[src/logic/ums_pkg.sv]
// Package: register map, field positions and carriers for the modem status flag block
package ums_pkg;

    // Register byte offsets (channel_status has no printed offset)
    localparam logic [7:0] UMS_OFF_CTRL = 8'h00;
    localparam logic [7:0] UMS_OFF_MODE = 8'h04;
    localparam logic [7:0] UMS_OFF_IER = 8'h08;
    localparam logic [7:0] UMS_OFF_IDR = 8'h0c;
    localparam logic [7:0] UMS_OFF_IMR = 8'h10;
    localparam logic [7:0] UMS_OFF_STATUS = 8'h14;
    localparam logic [7:0] UMS_OFF_THR = 8'h1c;
    localparam logic [7:0] UMS_OFF_EVT = 8'h20;

    // Status bit positions
    localparam int UMS_B_DSR = 21;
    localparam int UMS_B_RI = 20;
    localparam int UMS_B_CLEAR_TO_SEND_CHANGE_FLAG = 19;
    localparam int UMS_B_CARRIER_DETECT_CHANGE_FLAG = 18;
    localparam int UMS_B_DATA_SET_READY_CHANGE_FLAG = 17;
    localparam int UMS_B_RING_INDICATOR_CHANGE_FLAG = 16;
    localparam int UMS_B_NACK = 13;
    localparam int UMS_B_REPETITION_LIMIT_FLAG = 10;
    localparam int UMS_B_TXE = 9;

    // Control command register bits
    localparam int UMS_C_CLEAR_NON_ACK_COMMAND_BIT = 14;
    localparam int UMS_C_RSTREP_BIT = 15;

    // Mode register fields
    localparam int UMS_M_INH = 20;
    localparam int UMS_M_LIM = 21;
    localparam int UMS_M_MAXLO = 24;
    localparam int UMS_M_MAXW = 3;

    // Sticky event status bits set by hardware, plus the transmitter idle bit 9
    localparam logic [31:0] UMS_STICKY_MASK = 32'h000f_2600;
    localparam logic [31:0] UMS_RESET_ZERO = 32'h0000_0000;
    localparam logic [31:0] UMS_RESET_MODE = 32'h0000_0000;
    localparam logic [31:0] UMS_SLVERR_DATA = 32'h0000_0000;

    // Synchronised modem line levels
    typedef struct packed {
        logic cts;
        logic dcd;
        logic dsr;
        logic ri;
    } ums_modem_t;

    // Smart-card receive result strobes
    typedef struct packed {
        logic char_done;
        logic parity_err;
    } ums_rx_evt_t;

endpackage

[src/logic/ums_status.sv]
// Module: modem status and smart-card flag logic behind an APB slave
//
// Functional notes
// RULE_01 - Status bit 21 mirrors data-set-ready level
// RULE_02 - Status bit 20 mirrors ring-indicator level
// RULE_03 - Bit 19 flags clear-to-send change, read-cleared
// RULE_04 - Bit 18 flags carrier-detect change, read-cleared
// RULE_05 - Bit 17 flags data-set-ready change, read-cleared
// RULE_06 - Bit 16 flags ring-indicator change, read-cleared
// RULE_07 - Bit 13 non-ack flag, cleared by command
// RULE_08 - Bit 10 repetition flag, cleared by command
// RULE_09 - Bit 9 transmitter idle, cleared on holding write
// RULE_10 - Limited mode counts errors, stops non-acks
// RULE_11 - Unlimited mode non-acks each parity error
// RULE_12 - Two-flop sync, one edge one flag
// RULE_13 - Change during read keeps flag set
//
// Overview
// The block holds the status side of one serial channel.
// Software reaches it over APB with single-word transfers.
// Every transfer has one setup cycle and one access cycle.
// No wait states are ever inserted by this slave.
// Ready, read data and slave error are registered outputs.
// They are computed from the setup cycle.
// They stand for exactly the one access cycle.
// Read data is zero outside the access cycle.
// An unmapped address answers with slave error and no effect.
//
// Register map
// Control at offset 0x00 is write-only and holds commands.
// Bit 14 clears the non-ack flag, bit 15 the repetition flag.
// Mode at offset 0x04 holds inhibit, limit and the max count.
// Enable at 0x08 sets mask bits, disable at 0x0c clears them.
// Mask at 0x10 can also be written whole and read back.
// Status at 0x14 is read-only; writes there are ignored.
// Holding register at 0x1c only restarts the busy timer.
// Event view at 0x20 shows sticky bits; a one written clears.
//
// Modem lines
// Each line passes two flip-flops before any logic reads it.
// A change is the second stage against its previous sample.
// Pulses shorter than one clock may be missed entirely.
// The change flag is set three edges after the pin moves.
// A status read clears only the change flags it reported.
// A change that lands while the read is in flight is kept.
// Data-set-ready and ring levels are read live, not stored.
//
// Smart-card side
// A parity error on a received character may cause a non-ack.
// The non-ack pulse and the sticky flag follow one edge later.
// Inhibit suppresses the pulse and the flag together.
// With limiting on, consecutive errors are counted.
// At the configured maximum the pulse stops, the flag rises.
// A clean character restarts the count from zero.
//
// Transmitter idle
// There is no real shifter; a timer models the busy time.
// A write to the holding register restarts that timer.
// The idle bit is rebuilt every cycle, so it is not W1C.
//
// Interrupt
// One level output, high while an unmasked sticky bit is set.
// It is built from next state so it rises with the flag.
//
// Local design decisions: the APB slave port and the register offsets.
`timescale 1ns/1ps
module ums_status #(
    parameter int TX_IDLE_CYCLES = 16
) (
    input wire logic pclk,
    input wire logic presetn,
    input wire logic psel,
    input wire logic penable,
    input wire logic pwrite,
    input wire logic [7:0] paddr,
    input wire logic [31:0] pwdata,
    output logic [31:0] prdata,
    output logic pready,
    output logic pslverr,
    input wire ums_pkg::ums_modem_t modem_in,
    input wire ums_pkg::ums_rx_evt_t rx_evt,
    output logic nack_out,
    output logic irq
);
    import ums_pkg::*;

    initial begin
        if (TX_IDLE_CYCLES < 1 || TX_IDLE_CYCLES > 65535) begin
            $error("TX_IDLE_CYCLES out of range");
        end
    end

    ////////////////////////////////////////////////////////////////////////
    // Declarations

    ums_modem_t sync1_r; // First stage, read only by second
    ums_modem_t sync2_r; // Second stage, safe level
    ums_modem_t prev_r; // Previous safe sample
    logic [31:0] status_r; // Sticky flags and idle flag
    logic [31:0] status_nxt;
    logic [31:0] mode_r; // Limit, inhibit and max count
    logic [31:0] imr_r; // Interrupt mask
    logic [31:0] imr_nxt;
    logic [2:0] rep_cnt_r; // Consecutive parity errors
    logic [2:0] rep_cnt_nxt;
    logic [15:0] tx_cnt_r; // Shift-out time of current character
    logic [15:0] tx_cnt_nxt;
    logic [31:0] prdata_nxt;
    logic nack_nxt;
    logic irq_nxt;

    ////////////////////////////////////////////////////////////////////////
    // Bus decode

    wire access = psel && penable;
    wire wr_en = access && pwrite;
    wire rd_en = access && !pwrite;
    // Read data is prepared in setup so it stands with ready
    wire rd_setup = psel && !penable && !pwrite;
    wire hit_ctrl = paddr == UMS_OFF_CTRL;
    wire hit_mode = paddr == UMS_OFF_MODE;
    wire hit_ier = paddr == UMS_OFF_IER;
    wire hit_idr = paddr == UMS_OFF_IDR;
    wire hit_imr = paddr == UMS_OFF_IMR;
    wire hit_stat = paddr == UMS_OFF_STATUS;
    wire hit_thr = paddr == UMS_OFF_THR;
    wire hit_evt = paddr == UMS_OFF_EVT;
    wire mapped = hit_ctrl | hit_mode | hit_ier | hit_idr | hit_imr | hit_stat | hit_thr | hit_evt;
    wire stat_read = rd_en && hit_stat;
    wire cmd_wr = wr_en && hit_ctrl;
    wire thr_wr = wr_en && hit_thr;
    // Write-one-to-clear of the sticky bits through the event register
    wire [31:0] w1c = (wr_en && hit_evt) ? (pwdata & UMS_STICKY_MASK) : UMS_RESET_ZERO;

    ////////////////////////////////////////////////////////////////////////
    // Modem change detection

    wire [3:0] chg = sync2_r ^ prev_r; // RULE_12
    wire lim_en = mode_r[UMS_M_LIM];
    wire inh_en = mode_r[UMS_M_INH];
    wire [2:0] max_rep = mode_r[UMS_M_MAXLO +: UMS_M_MAXW];

    ////////////////////////////////////////////////////////////////////////
    // Smart-card non-acknowledge decision

    wire perr = rx_evt.char_done && rx_evt.parity_err;
    wire good = rx_evt.char_done && !rx_evt.parity_err;
    wire at_limit = rep_cnt_r >= max_rep;
    // Limited mode: non-ack while under the limit; at it, raise the flag
    wire send_nack = perr && !inh_en && !(lim_en && at_limit); // RULE_10 RULE_11
    wire hit_limit = perr && lim_en && at_limit; // RULE_10

    ////////////////////////////////////////////////////////////////////////
    // Next-state logic for counters

    always_comb begin
        rep_cnt_nxt = rep_cnt_r;
        if (good || !lim_en) begin
            rep_cnt_nxt = 3'h0; // Run broken by a clean character
        end else if (perr && !at_limit) begin
            rep_cnt_nxt = rep_cnt_r + 3'h1; // RULE_10
        end
    end

    always_comb begin
        tx_cnt_nxt = tx_cnt_r;
        if (thr_wr) begin
            tx_cnt_nxt = 16'(TX_IDLE_CYCLES);
        end else if (tx_cnt_r != 16'h0000) begin
            tx_cnt_nxt = tx_cnt_r - 16'h0001;
        end
    end

    ////////////////////////////////////////////////////////////////////////
    // Status next value; sets are applied after clears so sets win

    always_comb begin
        status_nxt = status_r & ~w1c;
        // Only flags shown in the read data are cleared, so none is lost
        if (stat_read) begin
            status_nxt[UMS_B_CLEAR_TO_SEND_CHANGE_FLAG] = status_nxt[UMS_B_CLEAR_TO_SEND_CHANGE_FLAG] & ~prdata[UMS_B_CLEAR_TO_SEND_CHANGE_FLAG]; // RULE_03
            status_nxt[UMS_B_CARRIER_DETECT_CHANGE_FLAG] = status_nxt[UMS_B_CARRIER_DETECT_CHANGE_FLAG] & ~prdata[UMS_B_CARRIER_DETECT_CHANGE_FLAG]; // RULE_04
            status_nxt[UMS_B_DATA_SET_READY_CHANGE_FLAG] = status_nxt[UMS_B_DATA_SET_READY_CHANGE_FLAG] & ~prdata[UMS_B_DATA_SET_READY_CHANGE_FLAG]; // RULE_05
            status_nxt[UMS_B_RING_INDICATOR_CHANGE_FLAG] = status_nxt[UMS_B_RING_INDICATOR_CHANGE_FLAG] & ~prdata[UMS_B_RING_INDICATOR_CHANGE_FLAG]; // RULE_06
        end
        if (cmd_wr && pwdata[UMS_C_CLEAR_NON_ACK_COMMAND_BIT]) begin
            status_nxt[UMS_B_NACK] = 1'b0; // RULE_07
        end
        if (cmd_wr && pwdata[UMS_C_RSTREP_BIT]) begin
            status_nxt[UMS_B_REPETITION_LIMIT_FLAG] = 1'b0; // RULE_08
        end
        // Change seen during a read stays set
        if (chg[3]) begin
            status_nxt[UMS_B_CLEAR_TO_SEND_CHANGE_FLAG] = 1'b1; // RULE_03 RULE_13
        end
        if (chg[2]) begin
            status_nxt[UMS_B_CARRIER_DETECT_CHANGE_FLAG] = 1'b1; // RULE_04 RULE_13
        end
        if (chg[1]) begin
            status_nxt[UMS_B_DATA_SET_READY_CHANGE_FLAG] = 1'b1; // RULE_05 RULE_13
        end
        if (chg[0]) begin
            status_nxt[UMS_B_RING_INDICATOR_CHANGE_FLAG] = 1'b1; // RULE_06 RULE_13
        end
        if (send_nack) begin
            status_nxt[UMS_B_NACK] = 1'b1; // RULE_07
        end
        if (hit_limit) begin
            status_nxt[UMS_B_REPETITION_LIMIT_FLAG] = 1'b1; // RULE_08
        end
        // Idle unless a character is being shifted
        status_nxt[UMS_B_TXE] = !thr_wr && tx_cnt_nxt == 16'h0000; // RULE_09
        status_nxt[UMS_B_DSR] = 1'b0;
        status_nxt[UMS_B_RI] = 1'b0;
    end

    ////////////////////////////////////////////////////////////////////////
    // Read mux; live images are inserted at read time

    wire [31:0] stat_view = status_r | ({31'h0, sync2_r.dsr} << UMS_B_DSR) // RULE_01
                                     | ({31'h0, sync2_r.ri} << UMS_B_RI); // RULE_02

    always_comb begin
        prdata_nxt = UMS_RESET_ZERO;
        if (rd_setup) begin
            unique case (1'b1)
                hit_mode: prdata_nxt = mode_r;
                hit_imr: prdata_nxt = imr_r;
                hit_stat: prdata_nxt = stat_view;
                hit_evt: prdata_nxt = status_r & UMS_STICKY_MASK;
                default: prdata_nxt = UMS_RESET_ZERO; // Write-only or unmapped
            endcase
        end
    end

    always_comb begin
        imr_nxt = imr_r;
        if (wr_en && hit_ier) begin
            imr_nxt = imr_r | (pwdata & UMS_STICKY_MASK);
        end else if (wr_en && hit_idr) begin
            imr_nxt = imr_r & ~pwdata;
        end else if (wr_en && hit_imr) begin
            imr_nxt = pwdata & UMS_STICKY_MASK;
        end
    end

    // Interrupt from the next status so it tracks flags without a lag
    assign irq_nxt = |(status_nxt & imr_nxt & UMS_STICKY_MASK);
    assign nack_nxt = send_nack; // RULE_11

    ////////////////////////////////////////////////////////////////////////
    // Synchronisers; first stage feeds only the second

    always_ff @(posedge pclk or negedge presetn) begin
        if (!presetn) begin
            sync1_r <= '0;
            sync2_r <= '0;
            prev_r <= '0;
        end else begin
            sync1_r <= modem_in; // RULE_12
            sync2_r <= sync1_r; // RULE_12
            prev_r <= sync2_r; // RULE_12
        end
    end

    ////////////////////////////////////////////////////////////////////////
    // Registers

    always_ff @(posedge pclk or negedge presetn) begin
        if (!presetn) begin
            status_r <= UMS_RESET_ZERO;
            mode_r <= UMS_RESET_MODE;
            imr_r <= UMS_RESET_ZERO;
            rep_cnt_r <= 3'h0;
            tx_cnt_r <= 16'h0000;
        end else begin
            status_r <= status_nxt;
            imr_r <= imr_nxt;
            rep_cnt_r <= rep_cnt_nxt;
            tx_cnt_r <= tx_cnt_nxt;
            if (wr_en && hit_mode) begin
                mode_r <= pwdata;
            end
        end
    end

    ////////////////////////////////////////////////////////////////////////
    // Outputs, all registered

    always_ff @(posedge pclk or negedge presetn) begin
        if (!presetn) begin
            prdata <= UMS_RESET_ZERO;
            pready <= 1'b0;
            pslverr <= 1'b0;
            nack_out <= 1'b0;
            irq <= 1'b0;
        end else begin
            prdata <= prdata_nxt;
            pready <= psel && !penable; // Ready in the first access cycle
            pslverr <= psel && !penable && !mapped;
            nack_out <= nack_nxt;
            irq <= irq_nxt;
        end
    end

endmodule

[config.mk]
export PLATFORM = sky130hd
export DESIGN_NAME = ums_status
export DESIGN_NICKNAME = d
export VERILOG_FILES = /design/src/logic/ums_pkg.sv /design/src/logic/ums_status.sv
export SDC_FILE = /design/constraint.sdc
export NUM_CORES = 1
export LEC_CHECK = 0
export ABC_CLOCK_PERIOD_IN_PS = 5900
export BUFFER_PORTS_ARGS = -buffer_cell sky130_fd_sc_hd__buf_2
export CAP_MARGIN = 30
export CORE_UTILIZATION = 61
export DETAILED_ROUTE_END_ITERATION = 8
export GPL_TIMING_DRIVEN = 0
export PLACE_DENSITY = 0.85
export SETUP_SLACK_MARGIN = 0.05
export SKIP_CTS_REPAIR_TIMING = 1
export SYNTH_ARGS = -nofsm -noshare
export SYNTH_HDL_FRONTEND = slang
export SYNTH_SLANG_ARGS = --single-unit
[constraint.sdc]
create_clock -name pclk -period 5.9 [get_ports pclk]
set_input_delay 0.885 -clock pclk [delete_from_list [all_inputs] [get_ports pclk]]
set_output_delay 0.885 -clock pclk [all_outputs]
set_load 0.02 [all_outputs]
# ---- Word-level counts from Yosys, hierarchy flattened
# Index checks and enable logic that the tools add are counted.
# W data, S select, Z words.
dict set report op_classes {
  addsub 2
  multipliers 0
  n_div 0
  n_lt_le_gt_ge 1
  n_eq_ne 7
  shift 0
  muxes 19
  bitwise 24
  n_reduce_logical 40
}
# operator n
set op_table {}
lappend op_table {{$mux W32} 4}
lappend op_table {{$pmux W32 S4} 1}
lappend op_table {{$and A32 B32 Y32} 2}
lappend op_table {{$mux W16} 2}
lappend op_table {{$not A20 Y32} 1}
lappend op_table {{$not A32 Y32} 1}
lappend op_table {{$or A32 B20 Y32} 1}
lappend op_table {{$or A32 B21 Y32} 1}
lappend op_table {{$or A32 B22 Y32} 1}
lappend op_table {{$logic_and A1 B1 Y1} 25}
lappend op_table {{$eq A8 B5 Y1 const B} 3}
lappend op_table {{$and A20 B20 Y20} 1}
lappend op_table {{$mux W20} 1}
lappend op_table {{$eq A8 B4 Y1 const B} 2}
lappend op_table {{$logic_not A16 Y1} 1}
lappend op_table {{$reduce_bool A16 Y1} 1}
lappend op_table {{$sub A16 B1 Y16 const B} 1}
lappend op_table {{$logic_not A1 Y1} 9}
lappend op_table {{$eq A8 B3 Y1 const B} 1}
lappend op_table {{$eq A8 B6 Y1 const B} 1}
lappend op_table {{$logic_not A8 Y1} 1}
lappend op_table {{$mux W1} 8}
lappend op_table {{$or A1 B1 Y1} 7}
lappend op_table {{$reduce_or A7 Y1} 1}
lappend op_table {{9 further kinds} 16}
dict set report totals {
  regBits 161
  latchBits 0
  ramBits 0
  rom_bits 0
  inputBits 51
  wordCells 115
  n_memories 0
}

# ---- Longest topological paths before layout
# Gate-level depths: netlist of run 1.
dict set report depth {
  word_depth 11
  depth_mapped 11
  mapped_depth_nobuf 9
}

# ---- Worst setup path before layout of run 1
# Ideal clock, no wire load.
dict set report synth_timing {
  kind {in2reg}
  start {in paddr[2]}
  end {reg irq}
  t_arrival_ns 2.629
  required_time_ns 5.780
  path_slack_ns 3.150
  path_stages 7
  path_buffers 0
  cell_sequence {or4_1 -> nor4_2 -> nand2_1 -> a31o_2 -> a22oi_1 -> nand4_1 -> a41o_1}
}
dict set report synth_via {
  elab_chain_cells 10
  word_cells_on_any_way 41
  cone_classes {eq/ne (6); mux (14); bitwise (7); reduce/logical (14)}
}
# element line_no
set synth_lines {}
lappend synth_lines {{from (decl)} ums_status.sv:75} ;# input wire logic [7:0] paddr,
lappend synth_lines {{$eq A8 B6 Y1} ums_status.sv:127} ;# wire hit_evt = paddr == UMS_OFF_EVT;
lappend synth_lines {{$logic_and A1 B1 Y1} ums_status.sv:133} ;# wire [31:0] w1c = (wr_en && hit_evt) ? (pwdata & UMS_STICKY_MASK) : UMS_RESET_ZERO;
lappend synth_lines {{$mux W20} ums_status.sv:133}
lappend synth_lines {{$not A20 Y32} ums_status.sv:178} ;# status_nxt = status_r & ~w1c;
lappend synth_lines {{$and A32 B32 Y32} ums_status.sv:178}
lappend synth_lines {{$and A1 B1 Y1} ums_status.sv:182} ;# status_nxt[UMS_B_CARRIER_DETECT_CHANGE_FLAG] = status_nxt[UMS_B_CARRIER_DETECT_CHANGE_FLAG] & ~prdata[UMS_B_CA ...
lappend synth_lines {{$mux W4 (*)} ums_status.sv:180} ;# if (stat_read) begin
lappend synth_lines {{$mux W1 (*)} ums_status.sv:196} ;# if (chg[2]) begin
lappend synth_lines {{net status_nxt[18]} ums_status.sv:100} ;# logic [31:0] status_nxt;
lappend synth_lines {{$and A20 B20 Y20 (*)} ums_status.sv:248} ;# assign irq_nxt = |(status_nxt & imr_nxt & UMS_STICKY_MASK);
lappend synth_lines {{$reduce_or A7 Y1 (*)} ums_status.sv:248}
lappend synth_lines {{net irq_nxt} ums_status.sv:110} ;# logic irq_nxt;
lappend synth_lines {{to (signal assigned)} ums_status.sv:302} ;# irq <= irq_nxt;
lappend synth_lines {{to (decl)} ums_status.sv:83} ;# output logic irq
# The timed path passes the listed nets; every way through them passes the cells marked *.
# A chain may end at the register's enable or synchronous reset.

# ---- Worst setup path in the final report of run 1
dict set report layout_timing {
  start {in paddr[3]}
  end {reg prdata[12]}
}
dict set report layout_via {
  elab_chain_cells 3
  word_cells_on_any_way 6
  cone_classes {eq/ne (4); mux (2)}
}
# element line_no
set layout_lines {}
lappend layout_lines {{$eq A8 B6 Y1, or another cell as far along} ums_status.sv:127}
lappend layout_lines {{$pmux W32 S4 (*)} ums_status.sv:226} ;# unique case (1'b1)
lappend layout_lines {{$mux W32 (*)} ums_status.sv:225} ;# if (rd_setup) begin
lappend layout_lines {{net prdata_nxt[12]} ums_status.sv:108} ;# logic [31:0] prdata_nxt;
lappend layout_lines {{to (signal assigned)} ums_status.sv:298} ;# prdata <= prdata_nxt;
lappend layout_lines {{to (decl)} ums_status.sv:77} ;# output logic [31:0] prdata,
# Marks and branches as above.

==> results of run 1 <==
[path summary, 6_finish.rpt]
kind,to,slack [ps],depth (start not counted),startpoint
worst min-delay path,mode_r[11],310,1,presetn
min in group pclk,sync2_r[1],350,0,sync1_r[1]
worst max-delay path,prdata[12],2800,9,paddr[3]
max in group asynchronous,nack_out,4830,2,presetn
worst max register to register,status_r[9],2870,10,tx_cnt_r[0]
worst min register to register,sync2_r[1],350,0,sync1_r[1]
[synthesized netlist by cell type (4+ instances only)]
cell type    n
a21oi_1     35
a222oi_1     9
clkbuf_1    23
dfrtp_1    138
a31o_2       4
nand3_1      7
and3_1       7
xnor2_1      6
a22o_1       4
nand2b_1     4
nor2_1      61
o21ai_0      7
inv_1       12
mux2_2      32
or4_1        5
nor2b_1      6
ha_1         6
xor2_1       8
nand2_1     56
nor3_1       7
a22oi_1     25
nor4_1      10
[power by group through the flow]
stage / combinational [mW] / clock (mW) / sequential [mW]
after detailed placement: 0.185 / 0 / 1.03
after CTS: 0.187 / 1.15 / 1.02
after floorplan: 0.113 / 0 / 1.03
final: 0.187 / 1.14 / 1.02
after global placement: 0.173 / 0 / 1.03
after global routing: 0.209 / 1.19 / 1.02
[stage by stage]
stage / setup slack [ps] / hold slack (ps)
floorplan: 3150 / 331
global placement: 2190 / 333
detailed placement: 2470 / 338
CTS: 2890 / 317
global route: 2600 / 332
finish: 2800 / 307
[worst reg2reg max path, delay by kind of cell (launching register included)]
family	cells	cell delay [ps]
xor+xnor	1	210
fa+ha+maj	1	140
simple gates	6	1940
flops	1	360
buf+inv	2	300
[flip-flops by register name, summed over array words and instances, names as in the netlist]
register   count
irq            1
tx_cnt_r      16
sync1_r        4
status_r       7
mode_r        32
imr_r         32
pslverr        1
nack_out       1
sync2_r        4
prdata        32
pready         1
prev_r         4
rep_cnt_r      3
[logic make-up (layout without fill, tap and decap cells)]
kind of cell | after synthesis | count (layout) | synth area share [%]
flip-flops | 138 | 138 | 59.0
buffers and inverters | 41 | 161 | 2.91
multiplexers | 35 | 35 | 6.67
AND/OR/NAND/NOR | 189 | 189 | 15.8
AO/OA/AOI/OAI | 102 | 102 | 12.0
adder cells (fa/ha/maj) | 6 | 6 | 1.28
XOR/XNOR | 15 | 15 | 2.37
[final cells by class]
cell class | instances | area, sq um | area share, %
Sequential cell | 138 | 3450 | 48.5
Multi-Input combinational cell | 347 | 2230 | 31.4
Timing Repair Buffer | 88 | 469 | 6.59
Clock buffer | 19 | 432 | 6.06
Clock inverter | 13 | 204 | 2.86
Tap cell | 129 | 161 | 2.27
Buffer | 29 | 125 | 1.76
Inverter | 12 | 45.0 | 0.632
[per-layer routing]
layer	share of wire (%)	global-route usage [%]
met5	0	0
met4	3.4	15.3
met3	6.4	6.69
met2	51	51.9
met1	39	35.6
==> out/qor.yml, run 1 <==
outcome: "finished clean"
tns_ps: 0
cap_violations: 0
synthTopCellsByArea: "dfrtp_1 (59%), mux2_2 (6.2%), nor2_1 (3.9%)"
n_antenna_cell: 0
rsz0062_at_grt: "false"
htree_levels: 4
ant_nets: 0
num-nets-final: 690
dp_cells: 743
ios: 87
crit_path_end_kind: "flop"
row_count: 35
yosysTopAreaCell: "dfrtp_1"
yosysTopAreaCellShare_pct: 59.0
antenna_found_initial: 0
overflow: 0
p_switching_uw: 576
crit_chain: "buf_2 -> nor4b_1 -> nand2_1 -> nor2_1 -> a21oi_1 -> nor3_2 -> o31ai_1 -> clkbuf_1 -> nor2_1"
placed_area_sq_um: 6490
timing.fmax_mhz: 322
drt_pass1_iterations: 7
grt_pass1_vias: 4684
die_width_um: 100
finish.instance_area_sq_um: 7120
yosys_warnings: 0
routed_wire_length_per_instance_um: 18.4
cellLeakagePower_nw: 3.30
maxSlewHeadroom_pct: 45.7
hold_viol: 0
clock_power_share_pct: 48.7
cp_max_fo: 10
grt_pass1_wl_um: 22700
p_per_area_nw_per_um2: 330
clk_pin_slew_ps: 60
place_congestion: 0.820
cts_buffers: 17
most-common-layout-cells: "dfrtp_1 (138), buf_2 (87), nor2_1 (61)"
critPathTopFamily: "simple AND/OR/NAND/NOR gates"
cp_num_buf_inv: 2
fin_crit_ps: 3100
layout_commonest_cell: "dfrtp_1"
mappedNetlistArea_sq_um: 5860
critPathRequiredTime_ps: 6340
max_slew.worst_pin.slew_ps: 808
remaining_drc_errors: 0
ys.flop_type: "dfrtp_1"
synth-edff-count: 0
die_h_um: 100
yosysSeqAreaShare_pct: 59.0
synth_nets: 583
grt_max_degree: 88
drt_first_iter_violations: 429
hold_class: "in2async"
die_area_sq_um: 10000
peakVddDrop_uv: 209
worstSetupStartpointType: "primary input"
syn_avg_cell_area_sq_um: 11.1
cts_tree: "yes"
power_mw: 2.35
insertion_delay_ps: 530
fin_crit_sh_pct: 52.6
maxSlewViolCount: 0
instances_no_fill: 775
syn_inst: 526
final_layout_size_suffix_gt1_share_pct: 26.0
intPower_mw: 1.77
clock_sinks: 138
async_reset_ff_share_pct: 100
crit_arrival_ps: 3540
power.share.switching_pct: 24.5
synth-seq-cells: 138
area_delta_synth_final_pct: 21.6
fin_skew_ps: 5.44
coreArea_sq_um: 9280
slowest_delay_ps: 670
numPortBuffers: 86
combPwrFrac_pct: 8.0
vias: 4701
final_util_pct: 76.7
p_seq_share_pct: 43.4
postRouteWirelength_um: 14200
dp_hpwl_um: 9050
cts_root_buffer: "clkbuf_8"
setup_viol: 0
initial_core_util_pct: 63.1
grt_usage_pct: 30.1
ys_types: 53
crit_type: "in2reg"
slowest_stage: "nor4b_1"
n_fill_cell: 584
crit_top_cell: "nor2_1"
clk_path_buf_depth: 2
vias_per_cell: 6.07
(Power assumes the default switching activity.)
==> inputs of run 2 (changes only) <==
- ABC_AREA: not set -> 1
- ABC_CLOCK_PERIOD_IN_PS: 5900 -> 3250
- CORE_UTILIZATION: 61 -> 57
- PLACE_DENSITY: 0.85 -> 0.79
- clock period: 5.9 -> 3.25 ns (I/O delays scaled with it)
==> out/qor.yml, run 2 <==
htree_levels: 4
remaining_drc_errors: 0
setup_viol: 0
syn_avg_cell_area_sq_um: 8.30
antenna_found_initial: 0
rsz0062_at_grt: "false"
power_mw: 4.54
clock_sinks: 138
yosysTopAreaCell: "dfrtp_1"
n_antenna_cell: 0
vias: 5588
peakVddDrop_uv: 323
outcome: "finished clean"
layout_commonest_cell: "nand2_1"
num-nets-final: 933
max_slew.worst_pin.slew_ps: 619
crit_type: "reg2reg"
numPortBuffers: 86
yosysTopAreaCellShare_pct: 54.1
drt_pass1_iterations: 5
critPathRequiredTime_ps: 3720
cts_tree: "yes"
mappedNetlistArea_sq_um: 6380
cts_root_buffer: "clkbuf_8"
synth_common_cells: "nand2_1 (226), dfrtp_1 (138), inv_1 (97)"
routed_wire_length_per_instance_um: 15.4
r2r_slack_ps: 1280
fin_crit_sh_pct: 60.6
drt_first_iter_violations: 413
vias_per_cell: 5.43
instances_no_fill: 1029
clk_path_buf_depth: 2
final_layout_size_suffix_gt1_share_pct: 18.2
hold_class: "in2reg"
row_count: 38
initial_core_util_pct: 58.6
die_width_um: 108
post-place-ws_ps: 992
finalWorstSetupSlack_ps: 1280
place_congestion: 0.871
crit_path_end_kind: "flop"
dp_cells: 996
synthTopCellsByArea: "dfrtp_1 (54%), nand2_1 (13%), inv_1 (5.7%)"
syn_inst: 769
grt_max_degree: 81
timing.fmax_mhz: 508
maxSlewViolCount: 0
grt_usage_pct: 29.6
synth_nets: 826
n_fill_cell: 816
crit_arrival_ps: 2440
coreArea_sq_um: 10900
top_regs: "imr_r: 32 flops, mode_r: 32 flops, prdata: 32 flops"
fin_skew_ps: 11.0
ant_nets: 0
synth-edff-count: 0
cts_buffers: 17
p_per_area_nw_per_um2: 596
ys_types: 34
yosys_warnings: 0
ios: 87
clk_pin_slew_ps: 60
cp_max_fo: 4
area_delta_synth_final_pct: 19.3
postRouteWirelength_um: 15800
worstSetupStartpointType: "flop"
tns_ps: 0
synth-seq-cells: 138
hold_viol: 0
maxSlewHeadroom_pct: 58.8
grt_pass1_wl_um: 25900
most-common-layout-cells: "nand2_1 (226), dfrtp_1 (138), inv_1 (97)"
async_reset_ff_share_pct: 100
fin_crit_ps: 1970
die_h_um: 108
overflow: 0
dp_hpwl_um: 10700
yosysSeqAreaShare_pct: 54.1
cellLeakagePower_nw: 3.86
die_area_sq_um: 11600
insertion_delay_ps: 540
synth.most_common_cell: "nand2_1"
cap_violations: 0
ys.flop_type: "dfrtp_1"
grt_pass1_vias: 5514
==> run 2: cell types whose count changed after synthesis, moves of 10 or more <==
cell / before / now
mux2_2: 32 / 0
a22oi_1: 25 / 0
clkbuf_1: 23 / 13
nand3_1: 7 / 69
inv_1: 12 / 97
nand2_1: 56 / 226
o21ai_0: 7 / 59
==> run 2: critical path, stage by stage (launching register included) <==
cell     delay [ps]
dfrtp_1         400
inv_1           140
ha_1            230
nand2_2          90
inv_1           120
nand2_1         100
nor2_1          140
nand3_1          90
nand3_1         110
nand2_1          80
nor2_1           90
nand2_1          60
nor2_2          130
nand2_1          70
nand2_1          60
==> run 2: worst paths after layout <==
check                           cells past startpoint           end         from
worst max-delay path                               14           irq  tx_cnt_r[0]
max in group asynchronous                           3    mode_r[24]      presetn
worst min-delay path                                1    sync1_r[1]  modem_in[1]
worst min register to register                      0    sync2_r[1]   sync1_r[1]
min in group asynchronous                           2  tx_cnt_r[14]      presetn
worst max register to register                     14           irq  tx_cnt_r[0]
==> run 2: metrics by stage <==
step           hold WS, ps  cell area (sq um)  utilization (%)
2_1_floorplan          192               6380                -
5_1_grt               37.5               7610             69.9
3_3_place_gp           331               6990             64.2
3_5_place_dp           338               7020             64.5
4_1_cts              -69.1               7600             69.8
6_report              58.2               7610             69.9
==> run 2: where the power goes <==
part	total (mW)	internal, mW	leakage (nW)	switching [mW]
combinational	0.675	0.238	1.74	0.438
sequential	1.95	1.83	1.84	0.114
clock	1.92	1.19	0.278	0.728
total	4.54	3.26	3.86	1.28
==> run 2: layout make-up <==
type                       instances  area [sq um]  area share (%)
buffer                            25           130            1.71
multi-input combinational        505          2420            31.8
inverter                         101           379            4.98
tap                              140           175            2.30
clock inverter                    11           145            1.91
clock buffer                      21           439            5.77
sequential                       138          3450            45.3
timing repair buffer              88           474            6.23
==> run 2: per-layer routing <==
metal | GRT usage [%] | vias to the layer above | routed length, um
li1 | - | 2637 | -
met1 | 38.1 | 2689 | 6720
met2 | 49.1 | 229 | 7750
met3 | 6.42 | 33 | 1030
met4 | 10.8 | 0 | 301
met5 | 0 | - | 0
==> run 2: cell families after synthesis <==
family          after synthesis  share of synthesized area [%]
compound gates              105                           9.12
buf+inv                     126                           7.98
flops                       138                           54.1
fa+ha+maj                     6                           1.18
xor+xnor                      9                           1.24
simple gates                385                           26.4
